File: src/inc/bas_pkg.sv
package bas_pkg;

    // ------------------------------------------------------------
    // widths
    // ------------------------------------------------------------
    localparam int DATA_W = 8;
    localparam int ADDR_W = 7;

    // ------------------------------------------------------------
    // field positions
    // ------------------------------------------------------------
    localparam int NIB_LO_MSB = 3;
    localparam int NIB_HI_LSB = 4;
    localparam int NIB_HI_MSB = 7;

    // ------------------------------------------------------------
    // reset values and destination codes
    // ------------------------------------------------------------
    localparam logic [7:0] ACC_RST     = 8'h00;
    localparam logic [6:0] ADDR_RST    = 7'h00;
    localparam logic [7:0] WB_DATA_RST = 8'h00;
    localparam logic       BIT_RST     = 1'b0;
    localparam logic       DEST_ACC  = 1'b0;
    localparam logic       DEST_FILE = 1'b1;

    // ------------------------------------------------------------
    // operation codes (one-hot)
    // ------------------------------------------------------------
    typedef enum logic [3:0] {
        subtract_acc_from_file = 4'h1,
        xor_immediate_into_acc = 4'h2,
        nibble_exchange_op     = 4'h4,
        xor_acc_with_file      = 4'h8
    } bas_op_t;

    // request from the decoder
    typedef struct packed {
        logic       valid;
        bas_op_t    op;
        logic [6:0] fileAddr;
        logic       destSel;
        logic [7:0] fileData;
        logic [7:0] immData;
    } bas_req_t;

    // status flags
    typedef struct packed {
        logic carry;
        logic nibbleBorrowFlag;
        logic zero;
    } bas_flags_t;

    // write-back to the register file
    typedef struct packed {
        logic       we;
        logic [6:0] addr;
        logic [7:0] data;
    } bas_wb_t;

    // whole module state
    typedef struct packed {
        logic [7:0] acc;
        bas_flags_t flags;
        bas_wb_t    wb;
        logic       done;
    } bas_state_t;

    // ------------------------------------------------------------
    // reset values of the records
    // ------------------------------------------------------------
    localparam bas_flags_t FLAGS_RST = '{carry: BIT_RST, nibbleBorrowFlag: BIT_RST, zero: BIT_RST};
    localparam bas_state_t STATE_RST = '{
        acc:   ACC_RST,
        flags: FLAGS_RST,
        wb:    '{we: BIT_RST, addr: ADDR_RST, data: WB_DATA_RST},
        done:  BIT_RST
    };

endpackage

File: src/hw/bas_alu.sv
`timescale 1ns/100ps
// Overview of operation
// - subtract computes file minus accumulator
// - carry and nibble flag mean no borrow
// - xor immediate writes accumulator, zero only
// - nibble exchange swaps halves, no flags
// - destination zero writes the accumulator
// - destination one writes file register back, except xor immediate
// - xor file uses destination, zero only
module bas_alu (
    // clock and reset
    input  wire logic              mclk,
    input  wire logic              rst,
    // request from decoder and register file
    input  wire bas_pkg::bas_req_t req,
    // accumulator and status
    output logic [7:0]             acc,
    output bas_pkg::bas_flags_t    flags,
    // register file write-back
    output bas_pkg::bas_wb_t       wb,
    output logic                   done
);

    bas_pkg::bas_state_t state_r;
    bas_pkg::bas_state_t state_nxt;

    // ------------------------------------------------------------
    // helpers
    // ------------------------------------------------------------
    function automatic logic isZero(input logic [7:0] v);
        isZero = (v == 8'h00);
    endfunction

    // no borrow means minuend not below subtrahend
    function automatic logic noBorrow(input logic [7:0] f, input logic [7:0] w);
        noBorrow = (f >= w);
    endfunction

    // ------------------------------------------------------------
    // next-state logic
    // ------------------------------------------------------------
    // result of the selected operation, before it is routed
    logic [7:0] result;
    logic [7:0] diff;

    always_comb begin
        state_nxt = state_r;
        state_nxt.wb.we = 1'b0;
        state_nxt.done = 1'b0;
        result = 8'h00;
        // formed every cycle, read only by the subtract; wraps modulo 256
        diff = req.fileData - state_r.acc;
        if (req.valid) begin
            state_nxt.done = 1'b1;
            // one code bit set is legal; any other code is refused below
            unique case (req.op)
                bas_pkg::subtract_acc_from_file: begin
                    // both flags read 1 when no borrow was needed
                    result = diff;
                    state_nxt.flags.carry = noBorrow(req.fileData, state_r.acc);
                    state_nxt.flags.nibbleBorrowFlag = noBorrow({4'h0, req.fileData[3:0]},
                                                                {4'h0, state_r.acc[3:0]});
                    state_nxt.flags.zero = isZero(result);
                end
                bas_pkg::xor_immediate_into_acc: begin
                    // carry and nibble flag keep their last subtract value
                    result = state_r.acc ^ req.immData;
                    state_nxt.flags.zero = isZero(result);
                end
                bas_pkg::nibble_exchange_op: begin
                    // flags untouched on purpose
                    result = {req.fileData[bas_pkg::NIB_LO_MSB:0],
                              req.fileData[bas_pkg::NIB_HI_MSB:bas_pkg::NIB_HI_LSB]};
                end
                bas_pkg::xor_acc_with_file: begin
                    // same flag treatment as the immediate form
                    result = state_r.acc ^ req.fileData;
                    state_nxt.flags.zero = isZero(result);
                end
                default: begin
                    // illegal code: ignore request
                    state_nxt.done = 1'b0;
                end
            endcase
            if (state_nxt.done) begin
                // immediate op always targets the accumulator
                if (req.op == bas_pkg::xor_immediate_into_acc || req.destSel == bas_pkg::DEST_ACC) begin
                    state_nxt.acc = result;
                end else begin
                    state_nxt.wb.we   = 1'b1;
                    state_nxt.wb.addr = req.fileAddr;
                    state_nxt.wb.data = result;
                end
            end
        end
    end

    // ------------------------------------------------------------
    // state register
    // ------------------------------------------------------------
    // only a constant in the reset branch, so the flops stay plain async-clear
    always_ff @(posedge mclk or posedge rst) begin
        if (rst) begin
            state_r <= bas_pkg::STATE_RST;
        end else begin
            state_r <= state_nxt;
        end
    end

    // each output is a flop of the state record, with no logic after it
    assign acc   = state_r.acc;
    assign flags = state_r.flags;
    assign wb    = state_r.wb;
    assign done  = state_r.done;

    // ------------------------------------------------------------
    // assertions
    // ------------------------------------------------------------
    // decoded request kinds; only the checks below read them
    wire isSub   = req.valid && req.op == bas_pkg::subtract_acc_from_file;
    wire isXi    = req.valid && req.op == bas_pkg::xor_immediate_into_acc;
    wire isSwp   = req.valid && req.op == bas_pkg::nibble_exchange_op;
    wire isXf    = req.valid && req.op == bas_pkg::xor_acc_with_file;
    wire isLegal = isSub || isXi || isSwp || isXf;
    // valid with a code that is not one of the four one-hot values
    wire isBad   = req.valid && !isLegal;

    // the difference wraps modulo 256; a borrow out of bit 7 is dropped
    a_sub_value: assert property (@(posedge mclk) disable iff (rst)
        isSub && req.destSel |=> wb.data == $past(req.fileData) - $past(acc))
        else $error("subtract result wrong");

    // same difference into the accumulator, with no file write at all
    a_sub_acc: assert property (@(posedge mclk) disable iff (rst)
        isSub && !req.destSel |=> !wb.we && acc == $past(req.fileData) - $past(acc))
        else $error("subtract into accumulator wrong");

    // carry is the inverted borrow: set when nothing had to be borrowed
    a_sub_carry: assert property (@(posedge mclk) disable iff (rst)
        isSub |=> flags.carry == ($past(acc) <= $past(req.fileData)))
        else $error("subtract carry wrong");

    // the nibble flag compares only the low halves of the operands;
    // a wrong slice would pass any case whose low nibbles agree
    a_sub_nibble: assert property (@(posedge mclk) disable iff (rst)
        isSub |=> flags.nibbleBorrowFlag == ($past(acc[3:0]) <= $past(req.fileData[3:0])))
        else $error("nibble flag wrong");

    // carry and nibble flag move only on a subtract;
    // a stray update on an xor or a swap is easy to miss in a test
    a_flags_sub_only: assert property (@(posedge mclk) disable iff (rst)
        !isSub |=> $stable(flags.carry) && $stable(flags.nibbleBorrowFlag))
        else $error("carry changed without subtract");

    // the immediate always lands in the accumulator, whatever the select bit says
    a_xori_acc: assert property (@(posedge mclk) disable iff (rst)
        isXi |=> acc == ($past(acc) ^ $past(req.immData)) && !wb.we && $stable(flags.carry))
        else $error("xor immediate wrong");

    // zero follows the new accumulator; the nibble flag keeps its value
    a_xori_zero: assert property (@(posedge mclk) disable iff (rst)
        isXi |=> flags.zero == (acc == 8'h00) && $stable(flags.nibbleBorrowFlag))
        else $error("xor immediate flags wrong");

    // halves exchanged, flags left exactly as they were;
    // equal halves in the operand would hide a missing exchange
    a_swap_flags: assert property (@(posedge mclk) disable iff (rst)
        isSwp |=> $stable(flags) && (wb.we ? wb.data : acc) == {$past(req.fileData[3:0]), $past(req.fileData[7:4])})
        else $error("swap wrong");

    // swap into the accumulator must not touch the file register
    a_swap_acc: assert property (@(posedge mclk) disable iff (rst)
        isSwp && !req.destSel |=> !wb.we && acc == {$past(req.fileData[3:0]), $past(req.fileData[7:4])})
        else $error("swap into accumulator wrong");

    // accumulator destination must never disturb the file register;
    // the write enable is the only thing that commits a file change
    a_dest_acc: assert property (@(posedge mclk) disable iff (rst)
        req.valid && !req.destSel && !isXi |=> !wb.we)
        else $error("file written for accumulator destination");

    // file destination writes the addressed register, keeps the accumulator;
    // a refused code is left out, since it must write nothing at all
    a_dest_file: assert property (@(posedge mclk) disable iff (rst)
        (isSub || isSwp || isXf) && req.destSel |=> wb.we && wb.addr == $past(req.fileAddr) && $stable(acc))
        else $error("file write-back missing");

    // xor with the file register, wherever the result goes
    a_xorf_value: assert property (@(posedge mclk) disable iff (rst)
        isXf |=> (wb.we ? wb.data : acc) == ($past(acc) ^ $past(req.fileData)))
        else $error("xor file result wrong");

    // carry and nibble flag must survive an xor with the file
    a_xorf_flags: assert property (@(posedge mclk) disable iff (rst)
        isXf |=> $stable(flags.carry) && $stable(flags.nibbleBorrowFlag))
        else $error("xor file touched carry");

    // zero follows the byte just written, in either destination;
    // it is checked against the outputs, not against the internal result
    a_zero_flag: assert property (@(posedge mclk) disable iff (rst)
        (isSub || isXf) |=> flags.zero == ((wb.we ? wb.data : acc) == 8'h00))
        else $error("zero flag wrong");

    // a refused code leaves every output as it was: no pulse, no write;
    // without the default branch a two-hot code could half-execute
    a_bad_ignored: assert property (@(posedge mclk) disable iff (rst)
        isBad |=> !done && !wb.we && $stable(acc) && $stable(flags))
        else $error("illegal code changed state");

    // an idle cycle must not replay the last operation; the pulses
    // are cleared by default so a stale request cannot repeat
    a_idle_quiet: assert property (@(posedge mclk) disable iff (rst)
        !req.valid |=> !done && !wb.we && $stable(acc) && $stable(flags))
        else $error("idle cycle changed state");

    // main scenarios worth seeing at least once
    c_sub_file:   cover property (@(posedge mclk) disable iff (rst) isSub && req.destSel);
    c_sub_borrow: cover property (@(posedge mclk) disable iff (rst) isSub ##1 !flags.carry);
    c_xor_imm:    cover property (@(posedge mclk) disable iff (rst) isXi);
    c_swap_acc:   cover property (@(posedge mclk) disable iff (rst) isSwp && !req.destSel);
    c_zero_hit:   cover property (@(posedge mclk) disable iff (rst) isXf ##1 flags.zero);

endmodule

File: config.mk
export PLATFORM = sky130hd
export DESIGN_NAME = bas_alu
export DESIGN_NICKNAME = d
export VERILOG_FILES = /design/src/inc/bas_pkg.sv /design/src/hw/bas_alu.sv
export SDC_FILE = /design/constraint.sdc
export NUM_CORES = 1
export LEC_CHECK = 0
export ABC_AREA = 1
export BUFFER_PORTS_ARGS = -buffer_cell sky130_fd_sc_hd__buf_2
export CAP_MARGIN = 20
export CORE_MARGIN = 5
export CORE_UTILIZATION = 48
export DETAILED_ROUTE_END_ITERATION = 8
export PLACE_DENSITY_LB_ADDON = 0.1
export SYNTH_ARGS = -nofsm -noshare
export SYNTH_HDL_FRONTEND = slang
export SYNTH_SLANG_ARGS = --single-unit
File: constraint.sdc
create_clock -name mclk -period 3.4 [get_ports mclk]
set_clock_uncertainty 0.15 [all_clocks]
set_input_delay 0.17 -clock mclk [delete_from_list [all_inputs] [get_ports mclk]]
set_output_delay 0.17 -clock mclk [all_outputs]
set_load 0.005 [all_outputs]
-- Yosys cells after proc, flatten, opt, wreduce, memory -nomap -nowiden
Index checks and enable logic that the tools add are counted.
- output and inout bits: 28
- input bits: 31
- register bits: 28
- equality and inequality tests: 4
- multiplexer cells: 7
- bitwise logic cells: 4
- add/sub/neg operators: 1
- magnitude comparators: 2
- reductions and logical operators: 10
- operators with widths (operator ; count):
    $mux W16 ; 2
    $pmux W8 S4 ; 1
    $logic_not A8 Y1 ; 3
    $mux W17 ; 1
    $xor A8 B8 Y8 ; 2
    $ge A8 B8 Y1 ; 1
    $sub A8 B8 Y8 ; 1
    $reduce_and A3 Y1 ; 2
    $eq A4 B1 Y1 const B ; 1
    $eq A4 B2 Y1 const B ; 1
    $eq A4 B3 Y1 const B ; 1
    $eq A4 B4 Y1 const B ; 1
    $ge A4 B4 Y1 ; 1
    $reduce_and A2 Y1 ; 2
    $reduce_or A4 Y1 ; 1
    $pmux W1 S3 ; 1
    $reduce_bool A3 Y1 ; 1
    $mux W1 ; 2
    $not A1 Y1 ; 2
    $logic_or A1 B1 Y1 ; 1

-- Depth between registers and ports, before layout
Gate-level depths: netlist of the first run.
- depth in word-level cells: 6
- depth in mapped cells: 13

-- Worst setup path after synthesis of the first run
Ideal clock, no wire load.
- path kind: register to register
- start point: register state_r, in the netlist acc[0]
- end point: register state_r, in the netlist flags[0]
- library setup time: 77 ps
- data required time: 3173 ps
- slack: 1527 ps
- data arrival time: 1645 ps
- path buffers: 0
- cell stages (with the launch flop): 12
- clock period less this slack: 1873 ps
- cells stage by stage: dfrtp_1 -> ha_1 -> fa_1 -> inv_1 -> nand3_1 -> nand2_1 -> nand2_1 -> nand2_1 -> nand3_1 -> nor2_1 -> nand2_1 -> a21oi_1
- word-level cells in the longest chain between the ends: 3
- elaborated cells between the ends (all ways): 7
- classes of those cells: add/sub: 1; mux: 1; bitwise: 2; reduce/logical: 3
- RTL lines (what ; RTL line ; text):
    start, declared ; bas_alu.sv:24 ; bas_pkg::bas_state_t state_r;
    start signal, assigned ; bas_alu.sv:104 ; state_r <= bas_pkg::STATE_RST;
    start signal, assigned ; bas_alu.sv:106 ; state_r <= state_nxt;
    $sub A8 B8 Y8, or another cell as far along ; bas_alu.sv:52 ; diff = req.fileData - state_r.acc;
    $logic_not A8 Y1 ; bas_alu.sv:31 ; isZero = (v == 8'h00);
    $pmux W1 S3 * ; bas_alu.sv:56 ; unique case (req.op)
Mark *: on every way between the ends. The rest lies on a longest branch, timed or not.
A chain may end at the register's enable or synchronous reset.

-- Final worst setup path of the first run
Ends and elaborated chain as after synthesis.

==> results of run 1 <==
## cells by family (layout without fill, tap and decap cells)
logic type,Yosys count,count (layout)
buffers and inverters,44,111
adder cells (fa/ha/maj),9,9
XOR/XNOR,8,8
AO/OA/AOI/OAI,29,29
flip-flops,28,28
AND/OR/NAND/NOR,161,161
## repair_timing
item,4_1_cts,5_1_grt
buffers inserted,0,0
gates resized for setup,0,0
hold buffers,8,0
hold endpoints to repair,35,0
## cell type report
class | count | area share (%)
flip-flops and latches | 28 | 27.34
clock buffers | 3 | 1.611
multi-input cells | 207 | 45.75
well taps | 52 | 2.539
clock inverters | 1 | 1.172
inverters | 40 | 6.055
repair buffers | 67 | 15.53
## path summary, 6_finish.rpt
check	to	depth (start not counted)	slack, ns
setup reg to reg	flags[0]$_DFFE_PP0P_	11	1.23
max in group asynchronous	acc[1]$_DFFE_PP0P_	4	2.44
min in group asynchronous	flags[1]$_DFFE_PP0P_	3	0.24
hold reg to reg	wb[3]$_DFFE_PP0P_	2	0.34
hold / removal	done$_DFF_PP0_	3	0.06
setup / recovery	flags[0]$_DFFE_PP0P_	11	1.23
## power by group through the flow
stage / Combinational, mW / Sequential, mW / Clock (mW)
global placement: 0.545 / 0.474 / 0
detailed placement: 0.550 / 0.474 / 0
global route: 0.634 / 0.479 / 0.285
CTS: 0.559 / 0.468 / 0.270
finish: 0.558 / 0.467 / 0.260
floorplan: 0.356 / 0.479 / 0
## worst max-delay path, stage by stage, from the launching register on
cell and delay (ns):
sky130_fd_sc_hd__dfrtp_1 0.46, sky130_fd_sc_hd__ha_1 0.26, sky130_fd_sc_hd__fa_1 0.40, sky130_fd_sc_hd__inv_1 0.12, sky130_fd_sc_hd__nand3_1 0.10, sky130_fd_sc_hd__nand2_1 0.14
sky130_fd_sc_hd__nand2_1 0.08, sky130_fd_sc_hd__nand2_1 0.06, sky130_fd_sc_hd__nand3_1 0.06, sky130_fd_sc_hd__nor2_1 0.10, sky130_fd_sc_hd__nand2_1 0.08, sky130_fd_sc_hd__a21oi_1 0.12
## cell usage in the layout (no fill, tap or decap)
| master | count |
|---|---|
| sky130_fd_sc_hd__a21oi_1 | 9 |
| sky130_fd_sc_hd__buf_16 | 1 |
| sky130_fd_sc_hd__buf_2 | 58 |
| sky130_fd_sc_hd__bufinv_16 | 1 |
| sky130_fd_sc_hd__clkbuf_8 | 3 |
| sky130_fd_sc_hd__dfrtp_1 | 28 |
| sky130_fd_sc_hd__dlygate4sd3_1 | 8 |
| sky130_fd_sc_hd__fa_1 | 1 |
| sky130_fd_sc_hd__ha_1 | 8 |
| sky130_fd_sc_hd__inv_1 | 38 |
| sky130_fd_sc_hd__inv_2 | 1 |
| sky130_fd_sc_hd__inv_6 | 1 |
| sky130_fd_sc_hd__nand2_1 | 89 |
| sky130_fd_sc_hd__nand2_2 | 11 |
| sky130_fd_sc_hd__nand2_4 | 12 |
| sky130_fd_sc_hd__nand3_1 | 15 |
| sky130_fd_sc_hd__nand3_2 | 2 |
| sky130_fd_sc_hd__nand3_4 | 1 |
| sky130_fd_sc_hd__nand3b_1 | 2 |
| sky130_fd_sc_hd__nand4_1 | 1 |
| sky130_fd_sc_hd__nor2_1 | 21 |
| sky130_fd_sc_hd__nor2_2 | 2 |
| sky130_fd_sc_hd__nor2_4 | 1 |
| sky130_fd_sc_hd__nor2_8 | 1 |
| sky130_fd_sc_hd__nor3_1 | 2 |
| sky130_fd_sc_hd__o2111ai_1 | 1 |
| sky130_fd_sc_hd__o211ai_1 | 1 |
| sky130_fd_sc_hd__o21a_1 | 2 |
| sky130_fd_sc_hd__o21ai_0 | 5 |
| sky130_fd_sc_hd__o21ai_1 | 7 |
| sky130_fd_sc_hd__o21ai_4 | 1 |
| sky130_fd_sc_hd__o22ai_1 | 3 |
| sky130_fd_sc_hd__or2_2 | 1 |
| sky130_fd_sc_hd__xnor2_1 | 2 |
| sky130_fd_sc_hd__xor2_1 | 6 |
## routing by layer
metal,global-route usage [%],vias up
li1,-,1004
met1,27.28,909
met2,35.17,74
met3,3.958,6
met4,7.573,0
met5,0,-
## stage by stage
stage / util, % / area [um2]
6_report: 60.09 / 2562
5_1_grt: 60.09 / 2562
4_1_cts: 60.09 / 2562
3_5_place_dp: 56.54 / 2411
3_3_place_gp: 55.90 / 2384
2_1_floorplan: - / 2074
## registers in the layout (all words and copies together) (netlist names)
register,cells
acc,8
wb,16
flags,3
done,1
==> run summary, run 1 <==
outcome = finished clean
cell total after placement = 386
WL/cell = 13.98 um
ports placed on the boundary = 59
Required @ worst endpoint = 3.46 ns
leading area contributor after synthesis = sky130_fd_sc_hd__dfrtp_1
Post-synth EDFFs = 0
sequential share of power = 36.3%
H-tree Lvls = 1
startpoint of the most critical setup path = acc[0]$_DFFE_PP0P_
signal arrival time at the worst endpoint = 2.23 ns
multiplexer fraction of the synthesized cell area = 0%
launch instance of the worst min-delay path = req[28]
Internal Dissipation = 0.7993 mW
clock network latency to the later pin of the worst-skew pair = 0.27 ns
post-route total power = 1.285 mW
sequential-to-total area share from yosys stat = 33.78%
hold violation count in the final report = 0
via count normalized by instance count = 5.008
wire length on met2 = 2.698 mm
proportion of synthesized flip-flops having asynchronous set or reset = 100.0%
Avg Cell Area, Syn = 7.435 um2
actual transition at the worst max-transition pin = 0.3465 ns
xor/xnor cell area share of the yosys netlist = 3.378%
buffers from clock root to sink, at most = 2
relative contribution of the clock network to total power = 20.2%
register bit count reported by yosys = 28
wire length of the first global-routing pass = 9.045 mm
final routed wirelength across all metal layers = 5.566 mm
clk slew on worst S/H paths = 0.10 ns
number of DRC violations after detailed routing = 0
Core Area = 4264 um2
post-synth cell types = 33
area fraction of the dominant cell type after synthesis = 33.78%
dominant combinational cell family by area after synthesis = simple AND/OR/NAND/NOR gates
Most used DFF post-synth = sky130_fd_sc_hd__dfrtp_1
Final Wtd Congestion = 0.9607
remaining global-route overflow = 0
Top Layer Used = met4
total power per unit cell area = 501.4 nW/um2
net count after synthesis = 319
Max Slew Vio Count = 0
relative slew slack = 76.84%
worst-case setup slack after placement = 1.263 ns
Worst setup EP type = flop
FP Rows = 24
warning count from the yosys run = 0
worst setup margin = 1.228 ns
initial standard-cell utilization of the core = 48.65%
CP Launch Type = flop
non-filler cells in the finished layout = 398
iteration count of the initial detailed-routing pass = 4
layout net count = 387
via count = 1993
compound-gate portion of the synthesized area = 8.263%
Area contributors post-synth = sky130_fd_sc_hd__dfrtp_1 34%, sky130_fd_sc_hd__nand2_1 16%, sky130_fd_sc_hd__inv_1 6.9%
netlist area before placement = 2074 um2
Detail Route met3 WL = 404 um
share of synthesized cell area in and, or, nand and nor gates = 39.08%
pin count of the biggest net entering global routing = 24
Cells after Synth = 279
highest fanout seen on the critical path = 4
clock tree from TritonCTS = built
Max rail drop VDD = 0.3816 mV
total number of clock tree sinks = 28
type of the worst setup path = flop to flop
die outline height = 75.74 um
Leakage Power = 1.482 nW
switching share of total power = 37.79%
area added between synthesis and finish = 23.52%
final worst-path cycle share = 63.89%
shortest period the worst path allows = 2.172 ns
number of DRC markers in iteration 0 = 74
fraction of layout cells with a size suffix above 1 = 28.03%
worst reg2reg startpoint = acc[0]$_DFFE_PP0P_
initial antenna violation count = 0
number of fillers in the final layout = 428
area of the multi-input gates = 1172 um2
cell with the most instances after synthesis = sky130_fd_sc_hd__nand2_1
DIE WIDTH = 75.74 um
vias in the first global route = 1981
IO buf count = 58
cell chosen for the clock root = sky130_fd_sc_hd__clkbuf_8
flip-flop and latch area = 700.7 um2
placed wire-length estimate = 4.509 mm
cts bufs inserted = 3
RSZ-0062 raised after global routing = false
class of the most critical hold timing path = input port to flop
Post-Synth Adder-Cell Area = 5.790%
number of inserted diodes = 0
hold slack = 0.06406 ns
Max Fclk = 460.3 MHz
aggregate negative setup slack = 0 ns
leading post-synthesis cells by instance count = 89 x sky130_fd_sc_hd__nand2_1, 38 x sky130_fd_sc_hd__inv_1, 28 x sky130_fd_sc_hd__dfrtp_1, 21 x sky130_fd_sc_hd__nor2_1, 15 x sky130_fd_sc_hd__nand3_1
antenna viol nets, final = 0
Switch Pwr = 0.4856 mW
combinational group share of total power = 43.5%
die area = 5737 um2
all-layer global routing usage = 21.14%
max-cap check violation count = 0
post-route met1 wirelength = 2.376 mm
number of endpoints failing setup at the final stage = 0
Note: power is estimated with default switching activity, not from simulation.
==> run 2, diff against run 1 <==
==> constraint.sdc (replaced) <==
create_clock -name mclk -period 2.18 [get_ports mclk]
set_clock_uncertainty 0.15 [all_clocks]
set_input_delay 0.109 -clock mclk [delete_from_list [all_inputs] [get_ports mclk]]
set_output_delay 0.109 -clock mclk [all_outputs]
set_load 0.005 [all_outputs]
==> run summary, run 2 (synthesized netlist as in run 1, its figures left out) <==
outcome = finished clean
wire length of the first global-routing pass = 8.763 mm
clock tree from TritonCTS = built
FP Rows = 24
max-cap check violation count = 0
worst setup margin = 0.1757 ns
IO buf count = 58
Largest register FFs = 16
initial standard-cell utilization of the core = 48.65%
die outline height = 75.74 um
vias in the first global route = 1838
Required @ worst endpoint = 2.24 ns
Layout Utilization = 60.18%
commonest non-fill, non-tap cell in the layout = sky130_fd_sc_hd__nand2_1
cts bufs inserted = 3
actual transition at the worst max-transition pin = 0.3676 ns
class of the most critical hold timing path = input port to flop
relative slew slack = 75.49%
number of fillers in the final layout = 418
Leakage Power = 1.483 nW
Max Fclk = 498.9 MHz
worst-case setup slack after placement = 0.08147 ns
all-layer global routing usage = 20.07%
Core Area = 4264 um2
fraction of layout cells with a size suffix above 1 = 29.71%
pin count of the biggest net entering global routing = 29
placed wire-length estimate = 4.347 mm
total power per unit cell area = 754.9 nW/um2
area added between synthesis and finish = 23.70%
buffers from clock root to sink, at most = 2
DIE WIDTH = 75.74 um
die area = 5737 um2
hold violation count in the final report = 0
total number of clock tree sinks = 28
layout net count = 391
type of the worst setup path = flop to flop
via count = 1981
WL/cell = 13.49 um
clock network latency to the later pin of the worst-skew pair = 0.27 ns
remaining global-route overflow = 0
antenna viol nets, final = 0
H-tree Lvls = 1
CP Launch Type = flop
number of inserted diodes = 0
number of DRC markers in iteration 0 = 143
shortest period the worst path allows = 2.004 ns
Max Slew Vio Count = 0
signal arrival time at the worst endpoint = 2.06 ns
final routed wirelength across all metal layers = 5.421 mm
Final Wtd Congestion = 0.9325
highest fanout seen on the critical path = 2
clk slew on worst S/H paths = 0.09 ns
cell chosen for the clock root = sky130_fd_sc_hd__clkbuf_8
highest-count cells in the layout ignoring fill and taps = 88 x sky130_fd_sc_hd__nand2_1, 58 x sky130_fd_sc_hd__buf_2, 37 x sky130_fd_sc_hd__inv_1
via count normalized by instance count = 4.928
initial antenna violation count = 0
Worst setup EP type = flop
final worst-path cycle share = 91.94%
Max rail drop VDD = 0.3730 mV
ports placed on the boundary = 59
iteration count of the initial detailed-routing pass = 5
number of DRC violations after detailed routing = 0
number of endpoints failing setup at the final stage = 0
## run 2: cell type report
| type | count | area, um2 | share of cell area [%] |
|---|---|---|---|
| Clock buffer | 4 | 55.05 | 2.145 |
| Inverter | 40 | 155.1 | 6.046 |
| Multi-Input combinational cell | 207 | 1180 | 45.98 |
| Sequential cell | 28 | 700.7 | 27.30 |
| Tap cell | 52 | 65.06 | 2.535 |
| Timing Repair Buffer | 71 | 410.4 | 15.99 |
## run 2: worst paths after layout
path | start | end | slack (ns) | depth (start not counted)
max | acc[0]$_DFFE_PP0P_ | flags[0]$_DFFE_PP0P_ | 0.18 | 10
min | req[11] | wb[7]$_DFFE_PP0P_ | 0.07 | 5
max reg2reg | acc[0]$_DFFE_PP0P_ | flags[0]$_DFFE_PP0P_ | 0.18 | 10
min reg2reg | wb[4]$_DFFE_PP0P_ | wb[4]$_DFFE_PP0P_ | 0.34 | 2
max in group asynchronous | rst | acc[3]$_DFFE_PP0P_ | 1.32 | 4
min in group asynchronous | rst | flags[1]$_DFFE_PP0P_ | 0.28 | 4
## run 2: power breakdown
group	internal, mW	total, mW	switching [mW]
logic	0.383	0.891	0.508
registers	0.631	0.728	0.0965
clock network	0.162	0.319	0.157
total	1.18	1.94	0.761
## run 2: critical path, cell delays in order (launching register included)
cell and delay [ns]:
sky130_fd_sc_hd__dfrtp_1 0.42, sky130_fd_sc_hd__ha_2 0.21, sky130_fd_sc_hd__fa_2 0.55, sky130_fd_sc_hd__nand2_1 0.05
sky130_fd_sc_hd__inv_1 0.04, sky130_fd_sc_hd__nand2_1 0.04, sky130_fd_sc_hd__nor2_1 0.12, sky130_fd_sc_hd__nand3_1 0.08
sky130_fd_sc_hd__nor2_1 0.08, sky130_fd_sc_hd__nand2_1 0.07, sky130_fd_sc_hd__a21oi_1 0.12
## run 2: metrics by stage
| stage | cells | total power [mW] | TNS, ns | instance area (um2) | hold slack (ns) |
|---|---|---|---|---|---|
| after global placement | 388 | 1.605 | 0 | 2406 | 0.04272 |
| after global routing | 402 | 2.107 | -0.002285 | 2566 | 0.1154 |
| after floorplan | 279 | 1.303 | 0 | 2074 | 0.02441 |
| final | 402 | 1.937 | 0 | 2566 | 0.07227 |
| after detailed placement | 388 | 1.600 | 0 | 2406 | 0.04853 |
| after CTS | 401 | 1.942 | 0 | 2551 | 0.07096 |
## run 2: per-layer routing
metal  vias up  global-route usage [%]  wire length (um)
met3         6                   3.694               385
met4         0                   2.718                47
met2        66                   32.89              2628
li1       1011                       -                 -
met5         -                       0                 0
met1       898                   28.24              2360
## run 2: what timing repair did
item / CTS / global route
endpoints found under the setup margin: 0 / 6
hold buffers: 9 / 0
resized for setup: 0 / 4
hold endpoints to repair: 36 / 0
buffers inserted: 0 / 1
==> run 3, diff against run 2 <==
--- a/config.mk
+++ b/config.mk
@@ -12,6 +12,7 @@
 export CORE_UTILIZATION = 48
 export DETAILED_ROUTE_END_ITERATION = 8
 export PLACE_DENSITY_LB_ADDON = 0.1
+export SETUP_SLACK_MARGIN = 0.3
 export SYNTH_ARGS = -nofsm -noshare
 export SYNTH_HDL_FRONTEND = slang
 export SYNTH_SLANG_ARGS = --single-unit
==> run summary, run 3 (synthesized netlist as in run 1, its figures left out) <==
cell chosen for the clock root = sky130_fd_sc_hd__clkbuf_8
pin count of the biggest net entering global routing = 29
via count = 2068
CP Launch Type = flop
launch instance of the worst min-delay path = req[11]
fraction of layout cells with a size suffix above 1 = 41.50%
capturing instance or port of the critical path = flags[0]$_DFFE_PP0P_
ports placed on the boundary = 59
die outline height = 75.74 um
WL/cell = 14.22 um
die area = 5737 um2
highest fanout seen on the critical path = 4
relative contribution of the clock network to total power = 14.8%
clk slew on worst S/H paths = 0.09 ns
layout net count = 400
final routed wirelength across all metal layers = 5.844 mm
clock tree from TritonCTS = built
cell total after placement = 388
total number of clock tree sinks = 28
outcome = finished clean
Switch Pwr = 0.8644 mW
IO buf count = 58
number of DRC violations after detailed routing = 0
shortest period the worst path allows = 2.013 ns
final worst-path cycle share = 92.36%
commonest non-fill, non-tap cell in the layout = sky130_fd_sc_hd__nand2_1
remaining global-route overflow = 0
cell at the slowest stage of the critical path = sky130_fd_sc_hd__fa_2
highest-count cells in the layout ignoring fill and taps = 77 x sky130_fd_sc_hd__nand2_1, 58 x sky130_fd_sc_hd__buf_2, 33 x sky130_fd_sc_hd__inv_1
Max Slew Vio Count = 0
class of the most critical hold timing path = input port to flop
antenna viol nets, final = 0
sequential share of power = 33.3%
Worst setup EP type = flop
placed wire-length estimate = 4.347 mm
depth of the worst register-to-register path = 10
initial antenna violation count = 0
post-route total power = 2.183 mW
hold violation count in the final report = 0
type of the worst setup path = flop to flop
cts bufs inserted = 3
actual transition at the worst max-transition pin = 0.3698 ns
max-cap check violation count = 0
Core Area = 4264 um2
switching share of total power = 39.60%
Final Wtd Congestion = 0.9325
via count normalized by instance count = 5.032
buffers from clock root to sink, at most = 2
cell breakdown of the critical path = ha_4, fa_2, nand2_1, inv_1, nand2_1, nor2_1, nand3_1, nor2_1, nand2_1, a21oi_2
number of DRC markers in iteration 0 = 152
DP Area = 2406 um2
Crit Reg-Reg Endpoint = flags[0]$_DFFE_PP0P_
iteration count of the initial detailed-routing pass = 4
register-to-register setup slack = 0.17 ns
clock network latency to the later pin of the worst-skew pair = 0.27 ns
total power per unit cell area = 774.0 nW/um2
worst reg2reg startpoint = acc[0]$_DFFE_PP0P_
Leakage Power = 1.547 nW
Largest register FFs = 16
combinational group share of total power = 51.9%
all-layer global routing usage = 20.40%
final design instance area without fill = 2820 um2
startpoint of the most critical setup path = acc[0]$_DFFE_PP0P_
aggregate negative setup slack = 0 ns
initial standard-cell utilization of the core = 48.65%
FP Rows = 24
Required @ worst endpoint = 2.24 ns
area added between synthesis and finish = 35.95%
DIE WIDTH = 75.74 um
Internal Dissipation = 1.318 mW
largest incremental delay on the critical path = 0.55 ns
RSZ-0062 raised after global routing = true
Max rail drop VDD = 0.4686 mV
signal arrival time at the worst endpoint = 2.08 ns
vias in the first global route = 1878
number of inserted diodes = 0
wire length of the first global-routing pass = 8.907 mm
non-filler cells in the finished layout = 411
H-tree Lvls = 1
relative slew slack = 75.34%
cell occurring most often along the worst timing path = sky130_fd_sc_hd__nand2_1
Max Fclk = 496.7 MHz
number of endpoints failing setup at the final stage = 0
[run 3: cell types whose count changed in the layout (fill, tap and decap cells not counted), moves of 3 or more]
cell and delta:
sky130_fd_sc_hd__nand2_1 -11, sky130_fd_sc_hd__nand2_2 +10, sky130_fd_sc_hd__buf_4 +7, sky130_fd_sc_hd__ha_4 +7
sky130_fd_sc_hd__ha_1 -6, sky130_fd_sc_hd__a21oi_1 -4, sky130_fd_sc_hd__a21oi_2 +4, sky130_fd_sc_hd__inv_1 -4
sky130_fd_sc_hd__inv_2 +4, sky130_fd_sc_hd__nand3_1 -4, sky130_fd_sc_hd__nand3_2 +4, sky130_fd_sc_hd__nor2_1 -3
[run 3: worst max-delay path, delay by kind of cell (launching register included)]
kind	cells	cell delay, ns
adder cells (fa/ha/maj)	2	0.73
AND/OR/NAND/NOR	6	0.45
flip-flops	1	0.45
AO/OA/AOI/OAI	1	0.11
buffers and inverters	1	0.04
[run 3: area by class of cell]
type | instances | area [um2]
fill | 379 | 1444
multi-input combinational | 207 | 1356
sequential | 28 | 703.2
timing repair buffer | 80 | 485.5
inverter | 40 | 155.1
tap | 52 | 65.06
clock buffer | 4 | 55.05
[run 3: worst min-delay path by stage]
stage	slack, ns	cells past startpoint	endpoint
final	0.11	5	wb[7]$_DFFE_PP0P_
after global routing	0.15	5	wb[7]$_DFFE_PP0P_
after CTS	0.07	5	wb[7]$_DFFE_PP0P_
after detailed placement	0.05	3	flags[1]$_DFFE_PP0P_
after global placement	0.04	3	flags[1]$_DFFE_PP0P_
after floorplan	0.02	1	acc[0]$_DFFE_PP0P_
[run 3: what timing repair did]
item / CTS / global route
gates resized for setup: 11 / 39
setup endpoints to repair: 17 / 15
hold endpoints to repair: 36 / 0
pin swaps: 3 / 9
hold buffers: 9 / 0
setup buffers: 2 / 8
[run 3: layer usage]
layer	up-vias	wire length, um	GRT usage, %
met5	-	0	0
met4	0	69	2.718
met1	940	2464	28.43
met3	8	414	3.694
met2	86	2895	33.84
li1	1034	-	-
[run 3: through the flow]
stage               setup slack, ns  util, %  hold WS (ns)
finish                       0.1666    66.14        0.1067
global route                0.01349    66.14        0.1495
CTS                          0.1770    61.36       0.07096
detailed placement          0.08147    56.43       0.04853
global placement            0.03355    56.43       0.04272
floorplan                    0.3072        -       0.02441
[run 3: power groups by stage]
stage / Clock (mW) / Combinational [mW] / Sequential [mW]
floorplan: 0 / 0.556 / 0.747
global placement: 0 / 0.868 / 0.737
detailed placement: 0 / 0.860 / 0.740
CTS: 0.334 / 0.935 / 0.730
global route: 0.354 / 1.26 / 0.741
finish: 0.323 / 1.13 / 0.726
